### config.mk
export PLATFORM = sky130hd
export DESIGN_NAME = iap_flash_self_programmer
export DESIGN_NICKNAME = d
export VERILOG_FILES = /design/src/logic/iap_pkg.sv /design/src/logic/iap_flash_self_programmer.sv
export VERILOG_INCLUDE_DIRS = /design/src /design/src/logic
export SDC_FILE = /design/constraint.sdc
export NUM_CORES = 2
export LEC_CHECK = 0
export ABC_AREA = 1
export BUFFER_PORTS_ARGS = -buffer_cell sky130_fd_sc_hd__buf_4
export CORE_UTILIZATION = 56
export CTS_BUF_LIST = sky130_fd_sc_hd__clkbuf_8
export DETAILED_ROUTE_END_ITERATION = 6
export GPL_TIMING_DRIVEN = 0
export PLACE_DENSITY = 0.81
export SLEW_MARGIN = 10
export SYNTH_ARGS = -nofsm -noshare
export SYNTH_HDL_FRONTEND = slang
export SYNTH_SLANG_ARGS = --single-unit
### constraint.sdc
create_clock -name clock_i -period 32.4 [get_ports clock_i]
set_input_delay 4.86 -clock clock_i [delete_from_list [all_inputs] [get_ports clock_i]]
set_output_delay 4.86 -clock clock_i [all_outputs]
set_load 0.01 [all_outputs]
### src/logic/iap_consts.svh
// offsets, field positions, reset values and timing of the flash self-programming controller
`ifndef IAP_CONSTS_SVH
`define IAP_CONSTS_SVH
`define OFS_CTRL_MAIN 8'h00
`define OFS_CTRL_AUX 8'h04
`define OFS_BUF_CLR 8'h08
`define OFS_ADDR_LO 8'h0c
`define OFS_ADDR_HI 8'h10
`define OFS_DATA0_LO 8'h14
`define OFS_DATA0_HI 8'h18
`define OFS_DATA1_LO 8'h1c
`define OFS_DATA1_HI 8'h20
`define OFS_DATA2_LO 8'h24
`define OFS_DATA2_HI 8'h28
`define OFS_DATA3_LO 8'h2c
`define OFS_DATA3_HI 8'h30
`define BIT_EW_FLAG 7
`define BIT_MODE_HI 6
`define BIT_MODE_LO 4
`define BIT_UNLOCK_TRIG 3
`define BIT_WRITE_TRIG 2
`define BIT_READ_EN 1
`define BIT_READ_TRIG 0
`define BIT_CLR_TRIG 0
`define ADDR_W 13
`define PAGE_LSB 5
`define PAGE_WORDS 32
`define WORD_W 16
`define LAST_WORD 5'h1f
`define RST_BYTE 8'h00
`define RST_ADDR 13'h0000
`define RST_WORD 16'h0000
`define BUF_CLEAR_WORD 16'hffff
`define CLK_MHZ 20
`define UNLOCK_WINDOW_US 100
`define UNLOCK_CYC (`UNLOCK_WINDOW_US * `CLK_MHZ)
`endif

### src/logic/iap_pkg.sv
// types of the flash self-programming controller
`include "iap_consts.svh"
package iap_pkg;
  typedef enum logic [2:0] {
    MODE_WRITE = 3'h0,
    MODE_ERASE = 3'h1,
    MODE_READ = 3'h3,
    MODE_UNLOCK = 3'h6
  } mode_t;
  typedef enum logic [1:0] {
    FOP_WRITE = 2'h0,
    FOP_ERASE = 2'h1,
    FOP_READ = 2'h2
  } flash_op_t;
  typedef enum logic [2:0] {
    S_IDLE = 3'h0,
    S_UNLOCK = 3'h1,
    S_CLEAR = 3'h2,
    S_WRITE = 3'h3,
    S_ERASE = 3'h4,
    S_READ = 3'h5
  } state_t;
  typedef struct packed {
    logic req;
    flash_op_t op;
    logic [`ADDR_W-1:0] addr;
    logic [`WORD_W-1:0] wdata;
  } flash_cmd_t;
endpackage : iap_pkg

### src/logic/iap_flash_self_programmer.sv
// flash self-programming controller: ahb-lite register file, page write buffer and flash sequencer
//
// Summary of operation
// - erase and write act on whole 32-word pages; read acts on one word
// - erase/write enabled flag rises only after a successful unlock
// - write buffer accepts words only while erase/write enabled flag is high
// - write trigger stays high during the write, hardware clears it at the end
// - flash reads happen only while read enable is set
// - read trigger cleared by hardware when read data is in the first data pair
// - page number is address bits 12..5, word in page is bits 4..0
// - clear-buffer trigger runs the buffer clear, then hardware drops it
// - first low byte write only stores; first high byte write loads the word
// - after each loaded word the address increments by one
// - at word offset 11111b the address stops at the page's last word
// - buffer cleared automatically when a write finishes
// - two address, four 16-bit data pairs, three control registers; 8-bit transfers
// - mode 000 write, 001 erase, 011 read, 110 unlock; others reserved
// - unlock trigger starts a timer and is cleared at timeout
// - software may clear the enabled flag but never set it
module iap_flash_self_programmer #(
  parameter logic [15:0] UNLOCK_CYC = 16'(`UNLOCK_CYC),
  // unlock patterns; values are arbitrary
  parameter logic [15:0] PATTERN1 = 16'h1234,
  parameter logic [15:0] PATTERN2 = 16'h5678,
  parameter logic [15:0] PATTERN3 = 16'h9abc
) (
  input wire logic clock_i,
  input wire logic rst_i,
  input wire logic hsel_i,
  input wire logic [31:0] haddr_i,
  input wire logic [1:0] htrans_i,
  input wire logic hwrite_i,
  input wire logic [2:0] hsize_i,
  input wire logic [31:0] hwdata_i,
  input wire logic hready_i,
  output logic [31:0] hrdata_o,
  output logic hreadyout_o,
  output logic hresp_o,
  output iap_pkg::flash_cmd_t flash_cmd_o,
  input wire logic flash_ack_i,
  input wire logic [15:0] flash_rdata_i
);

  typedef struct packed {
    iap_pkg::state_t st;
    logic ew_flag;
    logic [2:0] mode;
    logic utrig;
    logic wtrig;
    logic rden;
    logic rtrig;
    logic clrb;
    logic [7:0] aux;
    logic [`ADDR_W-1:0] addr;
    logic [3:0][`WORD_W-1:0] fd;
    logic [`PAGE_WORDS-1:0][`WORD_W-1:0] wbuf;
    logic [4:0] idx;
    logic [15:0] timer;
    iap_pkg::flash_cmd_t f;
    logic ph_wr;
    logic [7:0] ph_addr;
    logic [31:0] rdata;
    logic hrdy;
  } regs_t;

  regs_t r;
  regs_t n;
  logic [7:0] wd;

  function automatic logic [7:0] reg_read(input regs_t s, input logic [7:0] a);
    logic [7:0] v;
    v = 8'h00;
    case (a)
      `OFS_CTRL_MAIN: v = {s.ew_flag, s.mode, s.utrig, s.wtrig, s.rden, s.rtrig};
      `OFS_CTRL_AUX: v = s.aux;
      `OFS_BUF_CLR: v = {7'h00, s.clrb};
      `OFS_ADDR_LO: v = s.addr[7:0];
      `OFS_ADDR_HI: v = {3'h0, s.addr[12:8]};
      `OFS_DATA0_LO: v = s.fd[0][7:0];
      `OFS_DATA0_HI: v = s.fd[0][15:8];
      `OFS_DATA1_LO: v = s.fd[1][7:0];
      `OFS_DATA1_HI: v = s.fd[1][15:8];
      `OFS_DATA2_LO: v = s.fd[2][7:0];
      `OFS_DATA2_HI: v = s.fd[2][15:8];
      `OFS_DATA3_LO: v = s.fd[3][7:0];
      `OFS_DATA3_HI: v = s.fd[3][15:8];
      default: v = 8'h00;
    endcase
    return v;
  endfunction : reg_read

  assign wd = hwdata_i[7:0];

  always_comb begin
    n = r;
    n.rdata = 32'h0000_0000;
    n.hrdy = 1'b1;
    // data phase of a register write
    if (r.ph_wr) begin
      case (r.ph_addr)
        `OFS_CTRL_MAIN: begin
          if (!wd[`BIT_EW_FLAG]) begin
            n.ew_flag = 1'b0;
          end
          n.mode = wd[`BIT_MODE_HI:`BIT_MODE_LO];
          n.rden = wd[`BIT_READ_EN];
          if (r.st == iap_pkg::S_IDLE) begin
            n.utrig = wd[`BIT_UNLOCK_TRIG] && (n.mode == iap_pkg::MODE_UNLOCK);
            n.wtrig = wd[`BIT_WRITE_TRIG];
            n.rtrig = wd[`BIT_READ_TRIG];
            n.timer = UNLOCK_CYC;
          end
        end
        `OFS_CTRL_AUX: n.aux = wd;
        `OFS_BUF_CLR: begin
          if (r.st == iap_pkg::S_IDLE) begin
            n.clrb = wd[`BIT_CLR_TRIG];
          end
        end
        `OFS_ADDR_LO: n.addr[7:0] = wd;
        `OFS_ADDR_HI: n.addr[12:8] = wd[4:0];
        `OFS_DATA0_LO: n.fd[0][7:0] = wd;
        `OFS_DATA0_HI: begin
          n.fd[0][15:8] = wd;
          // loads only when idle so a running page write sees a steady buffer
          if (r.ew_flag && r.st == iap_pkg::S_IDLE) begin
            n.wbuf[r.addr[4:0]] = {wd, r.fd[0][7:0]};
            if (r.addr[4:0] != `LAST_WORD) begin
              n.addr = r.addr + 13'h0001;
            end
          end
        end
        `OFS_DATA1_LO: n.fd[1][7:0] = wd;
        `OFS_DATA1_HI: n.fd[1][15:8] = wd;
        `OFS_DATA2_LO: n.fd[2][7:0] = wd;
        `OFS_DATA2_HI: n.fd[2][15:8] = wd;
        `OFS_DATA3_LO: n.fd[3][7:0] = wd;
        `OFS_DATA3_HI: n.fd[3][15:8] = wd;
        default: n.aux = r.aux;
      endcase
    end
    // sequencer
    case (r.st)
      iap_pkg::S_IDLE: begin
        if (n.utrig) begin
          n.st = iap_pkg::S_UNLOCK;
        end else if (n.clrb) begin
          n.st = iap_pkg::S_CLEAR;
        end else if (n.wtrig) begin
          if (n.ew_flag && n.mode == iap_pkg::MODE_WRITE) begin
            n.st = iap_pkg::S_WRITE;
            n.idx = 5'h00;
          end else if (n.ew_flag && n.mode == iap_pkg::MODE_ERASE) begin
            n.st = iap_pkg::S_ERASE;
          end else begin
            n.wtrig = 1'b0;
          end
        end else if (n.rtrig) begin
          if (n.rden && n.mode == iap_pkg::MODE_READ) begin
            n.st = iap_pkg::S_READ;
          end else begin
            n.rtrig = 1'b0;
          end
        end
      end
      iap_pkg::S_UNLOCK: begin
        // hardware set comes after the software clear, so the set wins
        if (r.fd[1] == PATTERN1 && r.fd[2] == PATTERN2 && r.fd[3] == PATTERN3) begin
          n.ew_flag = 1'b1;
        end
        n.timer = r.timer - 16'h0001;
        if (r.timer <= 16'h0001) begin
          n.utrig = 1'b0;
          n.st = iap_pkg::S_IDLE;
        end
      end
      iap_pkg::S_CLEAR: begin
        n.wbuf = {`PAGE_WORDS{`BUF_CLEAR_WORD}};
        n.clrb = 1'b0;
        n.st = iap_pkg::S_IDLE;
      end
      iap_pkg::S_WRITE: begin
        if (r.f.req && flash_ack_i) begin
          n.f.req = 1'b0;
          n.idx = r.idx + 5'h01;
          if (r.idx == `LAST_WORD) begin
            n.wtrig = 1'b0;
            n.st = iap_pkg::S_CLEAR;
          end
        end else begin
          n.f.req = 1'b1;
          n.f.op = iap_pkg::FOP_WRITE;
          n.f.addr = {r.addr[12:`PAGE_LSB], r.idx};
          n.f.wdata = r.wbuf[r.idx];
        end
      end
      iap_pkg::S_ERASE: begin
        if (r.f.req && flash_ack_i) begin
          n.f.req = 1'b0;
          n.wtrig = 1'b0;
          n.st = iap_pkg::S_IDLE;
        end else begin
          n.f.req = 1'b1;
          n.f.op = iap_pkg::FOP_ERASE;
          n.f.addr = {r.addr[12:`PAGE_LSB], 5'h00};
        end
      end
      iap_pkg::S_READ: begin
        if (r.f.req && flash_ack_i) begin
          n.f.req = 1'b0;
          n.fd[0] = flash_rdata_i;
          n.rtrig = 1'b0;
          n.st = iap_pkg::S_IDLE;
        end else if (!n.rden && !r.f.req) begin
          n.rtrig = 1'b0;
          n.st = iap_pkg::S_IDLE;
        end else begin
          n.f.req = 1'b1;
          n.f.op = iap_pkg::FOP_READ;
          n.f.addr = r.addr;
        end
      end
      default: n.st = iap_pkg::S_IDLE;
    endcase
    // address phase; read data taken from next state so a read right after a write sees it
    n.ph_wr = hsel_i && htrans_i[1] && hready_i && hwrite_i;
    n.ph_addr = haddr_i[7:0];
    if (hsel_i && htrans_i[1] && hready_i && !hwrite_i) begin
      n.rdata = {24'h000000, reg_read(n, haddr_i[7:0])};
    end
  end

  always_ff @(posedge clock_i or posedge rst_i) begin
    if (rst_i) begin
      r <= '0;
      r.hrdy <= 1'b1;
    end else begin
      r <= n;
    end
  end

  assign hrdata_o = r.rdata;
  assign hreadyout_o = r.hrdy;
  assign hresp_o = 1'b0;
  assign flash_cmd_o = r.f;

  // checks
  logic wr_first_hi;
  logic wr_main;
  assign wr_first_hi = r.ph_wr && r.ph_addr == `OFS_DATA0_HI && r.st == iap_pkg::S_IDLE;
  assign wr_main = r.ph_wr && r.ph_addr == `OFS_CTRL_MAIN;
endmodule : iap_flash_self_programmer

Yosys cells after proc, flatten, opt, wreduce, memory -nomap -nowiden
Cells that the tools add are included.
Widths: inputs -> output; s select.
{ "word_totals": {"reg_bits": 703, "latch_bits": 0, "mem_bits_rw": 0, "rom_bits": 0, "input_bits": 91, "mem_count": 0} }
{ "op_classes": {"addsub": 3, "n_mul": 0, "div_mod_pow": 0, "order_cmp": 4, "eq_ne": 54, "shifts": 0, "n_mux": 85, "n_bitwise": 1, "reduce_logical": 36} }
{ "ops": {"columns": ["op", "n"], "rows": [
  ["$mux 512", 3],
  ["$mux 606", 1],
  ["$bwmux 512", 1],
  ["$mux 16", 9],
  ["$pmux 8 s13", 1],
  ["$mux 8", 11],
  ["$bmux 16 s5", 1],
  ["$demux 16 s5", 1],
  ["$eq 8x6->1 const B", 10],
  ["$eq 8x5->1 const B", 8],
  ["$pmux 16 s3", 1],
  ["$mux 3", 13],
  ["$eq 8x4->1 const B", 4],
  ["$mux 31", 1],
  ["$mux 15", 2],
  ["$mux 1", 26],
  ["$mux 13", 2],
  ["$mux 5", 5],
  ["$ne 2x2->1 const B", 12],
  ["$pmux 5 s2", 2],
  ["$eq 16x13->1 const B", 1],
  ["$eq 16x15->1 const B", 1],
  ["$eq 16x16->1 const B", 1],
  ["$eq 8x3->1 const B", 2],
  ["30 further kinds", 64]
]} }

Depth between registers and ports, before layout
{ "depth": {"ltp_word": 18, "ltp_mapped": 16} }

Least setup slack after synthesis
Ideal clock, no wire load.
{ "synth_path": {"path_type": "input to register", "from": "input port flash_ack_i", "to": "register r (netlist bit hrdata_o[7])", "setup_ns": 0.120, "arrival_ns": 6.130, "t_required_ns": 32.280, "slack_ns": 26.150, "path_stages": 10, "path_buffers": 2, "cell_sequence": "nand2_1 -> inv_1 -> nand2_1 -> clkbuf_1 -> clkbuf_1 -> o211ai_1 -> o211ai_1 -> nand4_1 -> nor2_1 -> nor2_1"} }
{ "synth_rtl": {"columns": ["element", "line", "source"], "rows": [
  ["from (decl)", "iap_flash_self_programmer.sv:40", "input wire logic flash_ack_i,"],
  ["to (signal assigned)", "iap_flash_self_programmer.sv:238", "r <= n;"],
  ["to (decl)", "iap_flash_self_programmer.sv:66", "regs_t r;"]
]} }

Worst setup path in the final report
{ "layout_path": {"from": "input port hwdata_i[3]", "to": "register r[426] (netlist bit)"} }
{ "layout_between": {"elab_chain_cells": 5} }
{ "layout_lines": {"columns": ["element", "line", "source"], "rows": [
  ["from (decl)", "iap_flash_self_programmer.sv:34", "input wire logic [31:0] hwdata_i,"],
  ["$bwmux 512", "iap_flash_self_programmer.sv:127", "n.wbuf[r.addr[4:0]] = {wd, r.fd[0][7:0]};"],
  ["$mux 512", "iap_flash_self_programmer.sv:126", "if (r.ew_flag && r.st == iap_pkg::S_IDLE) begin"],
  ["$mux 512", "iap_flash_self_programmer.sv:100", "case (r.ph_addr)"],
  ["$mux 606", "iap_flash_self_programmer.sv:99", "if (r.ph_wr) begin"],
  ["$mux 512", "iap_flash_self_programmer.sv:143", "case (r.st)"]
]} }
Every way passes these cells. The select of a mux whose other input is x is not followed.
A chain may end at the register's enable or synchronous reset.

==> flow_summary.json <==
{
  "status": "complete, but fails checks",
  "violations": "DRC, capacitance limit, slew limit",
  "tritoncts": "built",
  "firstDrtPassIters": 7,
  "layout-drive-gt1-share": 0.102,
  "worstRegToRegCells": 9,
  "detail-route-antenna-nets": 0,
  "drv_slew": 11,
  "ctsRootBufferMaster": "clkbuf_8",
  "power_frac_clock": 0.312,
  "multiInputGateArea_sq_um": 16500,
  "layout_commonest_cell": "nor2_1",
  "min_from": "r[684]$_DFF_PP0_",
  "register_area_sq_um": 17000,
  "wl_mm": 167,
  "end_kind": "flop",
  "clkLatencyLatePin_ns": 0.81,
  "cap_violations": 2,
  "hold_path_class": "reg -> reg",
  "muxShareOfSynthArea": 0.000550,
  "setup_viol": 0,
  "synth_fa_ha_area_frac": 0.00275,
  "ys_seq_area_frac": 0.467,
  "path_max_fanout": 10,
  "syn_area_sq_um": 36400,
  "clk_pin_slew_ns": 0.06,
  "fin_crit_ns": 6.67,
  "hold_violations": 0,
  "ys_warn_count": 0,
  "dieArea_sq_um": 66000,
  "finalCritPeriodShare": 0.206,
  "nets": 5151,
  "pin_count": 157,
  "overflow": 0,
  "crit-reg2reg-capture": "flash_cmd_o[1]$_DFFE_PP0P_",
  "avgSynthCellArea_sq_um": 7.54,
  "synth-edff-count": 0,
  "pwr-share-seq": 0.473,
  "worstSetupPathType": "in -> reg",
  "hold_depth": 2,
  "ys.flop_type": "dfrtp_1",
  "cp-startpoint": "hwdata_i[3]",
  "cp.required_ns": 33.09,
  "finClkSkew_ns": 0.0510,
  "synth_compound_area_frac": 0.225,
  "coreArea_sq_um": 64300,
  "num_vias": 38647,
  "switchingPower_mw": 0.903,
  "final_cell_mix": "nor2_1 (1,269), dfrtp_1 (679), nand2_1 (536)",
  "worstMarginPinSlew_ns": 1.51,
  "rsz0062_at_grt": "false",
  "intPower_mw": 1.71,
  "htree_levels": 3,
  "cts_setup_buffers": 0,
  "drc": 4,
  "numPortBuffers": 76,
  "fmax_mhz": 150,
  "synth_cells": 4828,
  "relSlewSlack": -0.00681,
  "synth_xor_xnor_area_share": 0,
  "leakage_nw": 16.6,
  "core.rowCount": 93,
  "ctsHoldBuffers": 0,
  "arrival_ns": 7.36,
  "finalPower_mw": 2.62,
  "post_cts_resized": 0,
  "clockBufferDepth": 3,
  "syn2layout_area_growth_pct": 12.0,
  "die_w_um": 257,
  "grt_pass1_vias": 36097,
  "clock_sinks": 679,
  "tns_ns": 0,
  "gp_congestion": 1.17,
  "power_density_nw_per_um2": 64.2,
  "combPwrFrac": 0.215,
  "start_kind": "input pin",
  "ys_types": 49,
  "fillCellCount": 5886,
  "die_h_um": 257,
  "ir_worst_vdd_v": 0.0000550,
  "dp_hpwl_mm": 120,
  "track_usage": 0.500,
  "initial_utilization": 0.566,
  "dr.first_iter.drc_count": 6281,
  "synth_simple_gate_area_frac": 0.222,
  "antenna_found_initial": 15,
  "ys_seq_elements": 679,
  "cts-buffers-inserted": 115,
  "swShare": 0.345,
  "reg2reg_slack_ns": 28.35,
  "vias_per_cell": 6.43,
  "wl_per_cell_um": 27.8,
  "synth_top_family_by_area": "compound AO/OA/AOI/OAI gates",
  "grt_pass1_wl_mm": 240,
  "whs_endpoint": "r[684]$_DFF_PP0_",
  "ys_async_sr_fraction": 1.00,
  "grt_max_degree": 110,
  "r2r-start": "r[91]$_DFFE_PP0P_"
}
## logic make-up after synthesis
family,Yosys count
other,2
buffers and inverters,681
AND/OR/NAND/NOR,2033
adder cells (fa/ha/maj),8
AO/OA/AOI/OAI,1423
multiplexers,2
flip-flops,679
## synth_stat cells (6+ instances only)
| cell type | n | area, sq um |
|---|---|---|
| a21oi_1 | 509 | 2550 |
| a21oi_2 | 6 | 52.6 |
| a21oi_4 | 26 | 423 |
| a31oi_1 | 143 | 895 |
| and2_1 | 14 | 87.6 |
| buf_1 | 13 | 48.8 |
| buf_2 | 103 | 515 |
| buf_4 | 87 | 653 |
| clkbuf_1 | 260 | 976 |
| dfrtp_1 | 679 | 17000 |
| ha_1 | 8 | 100 |
| inv_1 | 207 | 777 |
| inv_2 | 6 | 22.5 |
| nand2_1 | 536 | 2010 |
| nand3_1 | 141 | 706 |
| nand4_1 | 17 | 106 |
| nor2_1 | 1269 | 4760 |
| nor2_2 | 7 | 43.8 |
| nor3_1 | 12 | 60.1 |
| nor4_1 | 6 | 37.5 |
| o2111ai_1 | 8 | 70.1 |
| o211ai_1 | 70 | 526 |
| o21a_1 | 58 | 435 |
| o21ai_0 | 480 | 2400 |
| o21ai_1 | 16 | 80.1 |
| o221ai_1 | 8 | 70.1 |
| o22ai_1 | 73 | 457 |
| o311ai_0 | 20 | 175 |
| or2_2 | 13 | 81.3 |
## through the flow
| step | hold WS, ns | instances | setup slack [ns] | util | cell area, sq um |
|---|---|---|---|---|---|
| detailed placement | 0.465 | 5789 | 25.13 | 0.595 | 38300 |
| CTS | 0.479 | 5998 | 25.91 | 0.633 | 40700 |
| finish | 0.479 | 6011 | 25.73 | 0.633 | 40800 |
| global route | 0.500 | 6006 | 25.72 | 0.633 | 40800 |
| global placement | 0.458 | 5783 | 0.481 | 0.593 | 38100 |
| floorplan | 0.438 | 4852 | 8.51 | - | 36500 |
## how the worst max path moves through the flow
stage / end
after detailed placement: hrdata_o[5]$_DFF_PP0_
after global placement: r[337]$_DFFE_PP0P_
after floorplan: flash_cmd_o[0]$_DFFE_PP0P_
final: r[426]$_DFFE_PP0P_
after CTS: r[298]$_DFFE_PP0P_
after global routing: r[298]$_DFFE_PP0P_
## cell type report
class	count	area share
flip-flops and latches	679	0.417
multi-input cells	3492	0.404
plain buffers	466	0.0548
clock buffers	148	0.0500
well taps	855	0.0262
inverters	215	0.0200
repair buffers	83	0.0182
clock inverters	61	0.00887
diodes	12	0.000737
## critical path, cell delays in order
cell and delay (ns):
clkbuf_1 0.48, nand2_1 0.45, inv_1 0.36, clkbuf_1 0.82, a31oi_1 0.18, a21oi_1 0.20
## power by group through the flow
stage,combinational (mW),clock (mW),sequential [mW]
floorplan,0.370,0,1.18
global placement,0.517,0,1.24
detailed placement,0.540,0,1.23
CTS,0.541,0.807,1.22
global route,0.609,0.842,1.25
finish,0.561,0.818,1.24
## registers in the layout, summed over array words and instances (netlist names)
signal / count
r: 639
flash_cmd_o: 32
hrdata_o: 8
## routing by layer
layer | global-route usage | share of wire | vias up
met5 | 0 | 0.00041 | -
met4 | 0.347 | 0.086 | 10
met3 | 0.182 | 0.15 | 789
met2 | 0.705 | 0.41 | 3184
met1 | 0.637 | 0.36 | 18203
li1 | - | - | 16461
Power figures use the tool's default switching activity.
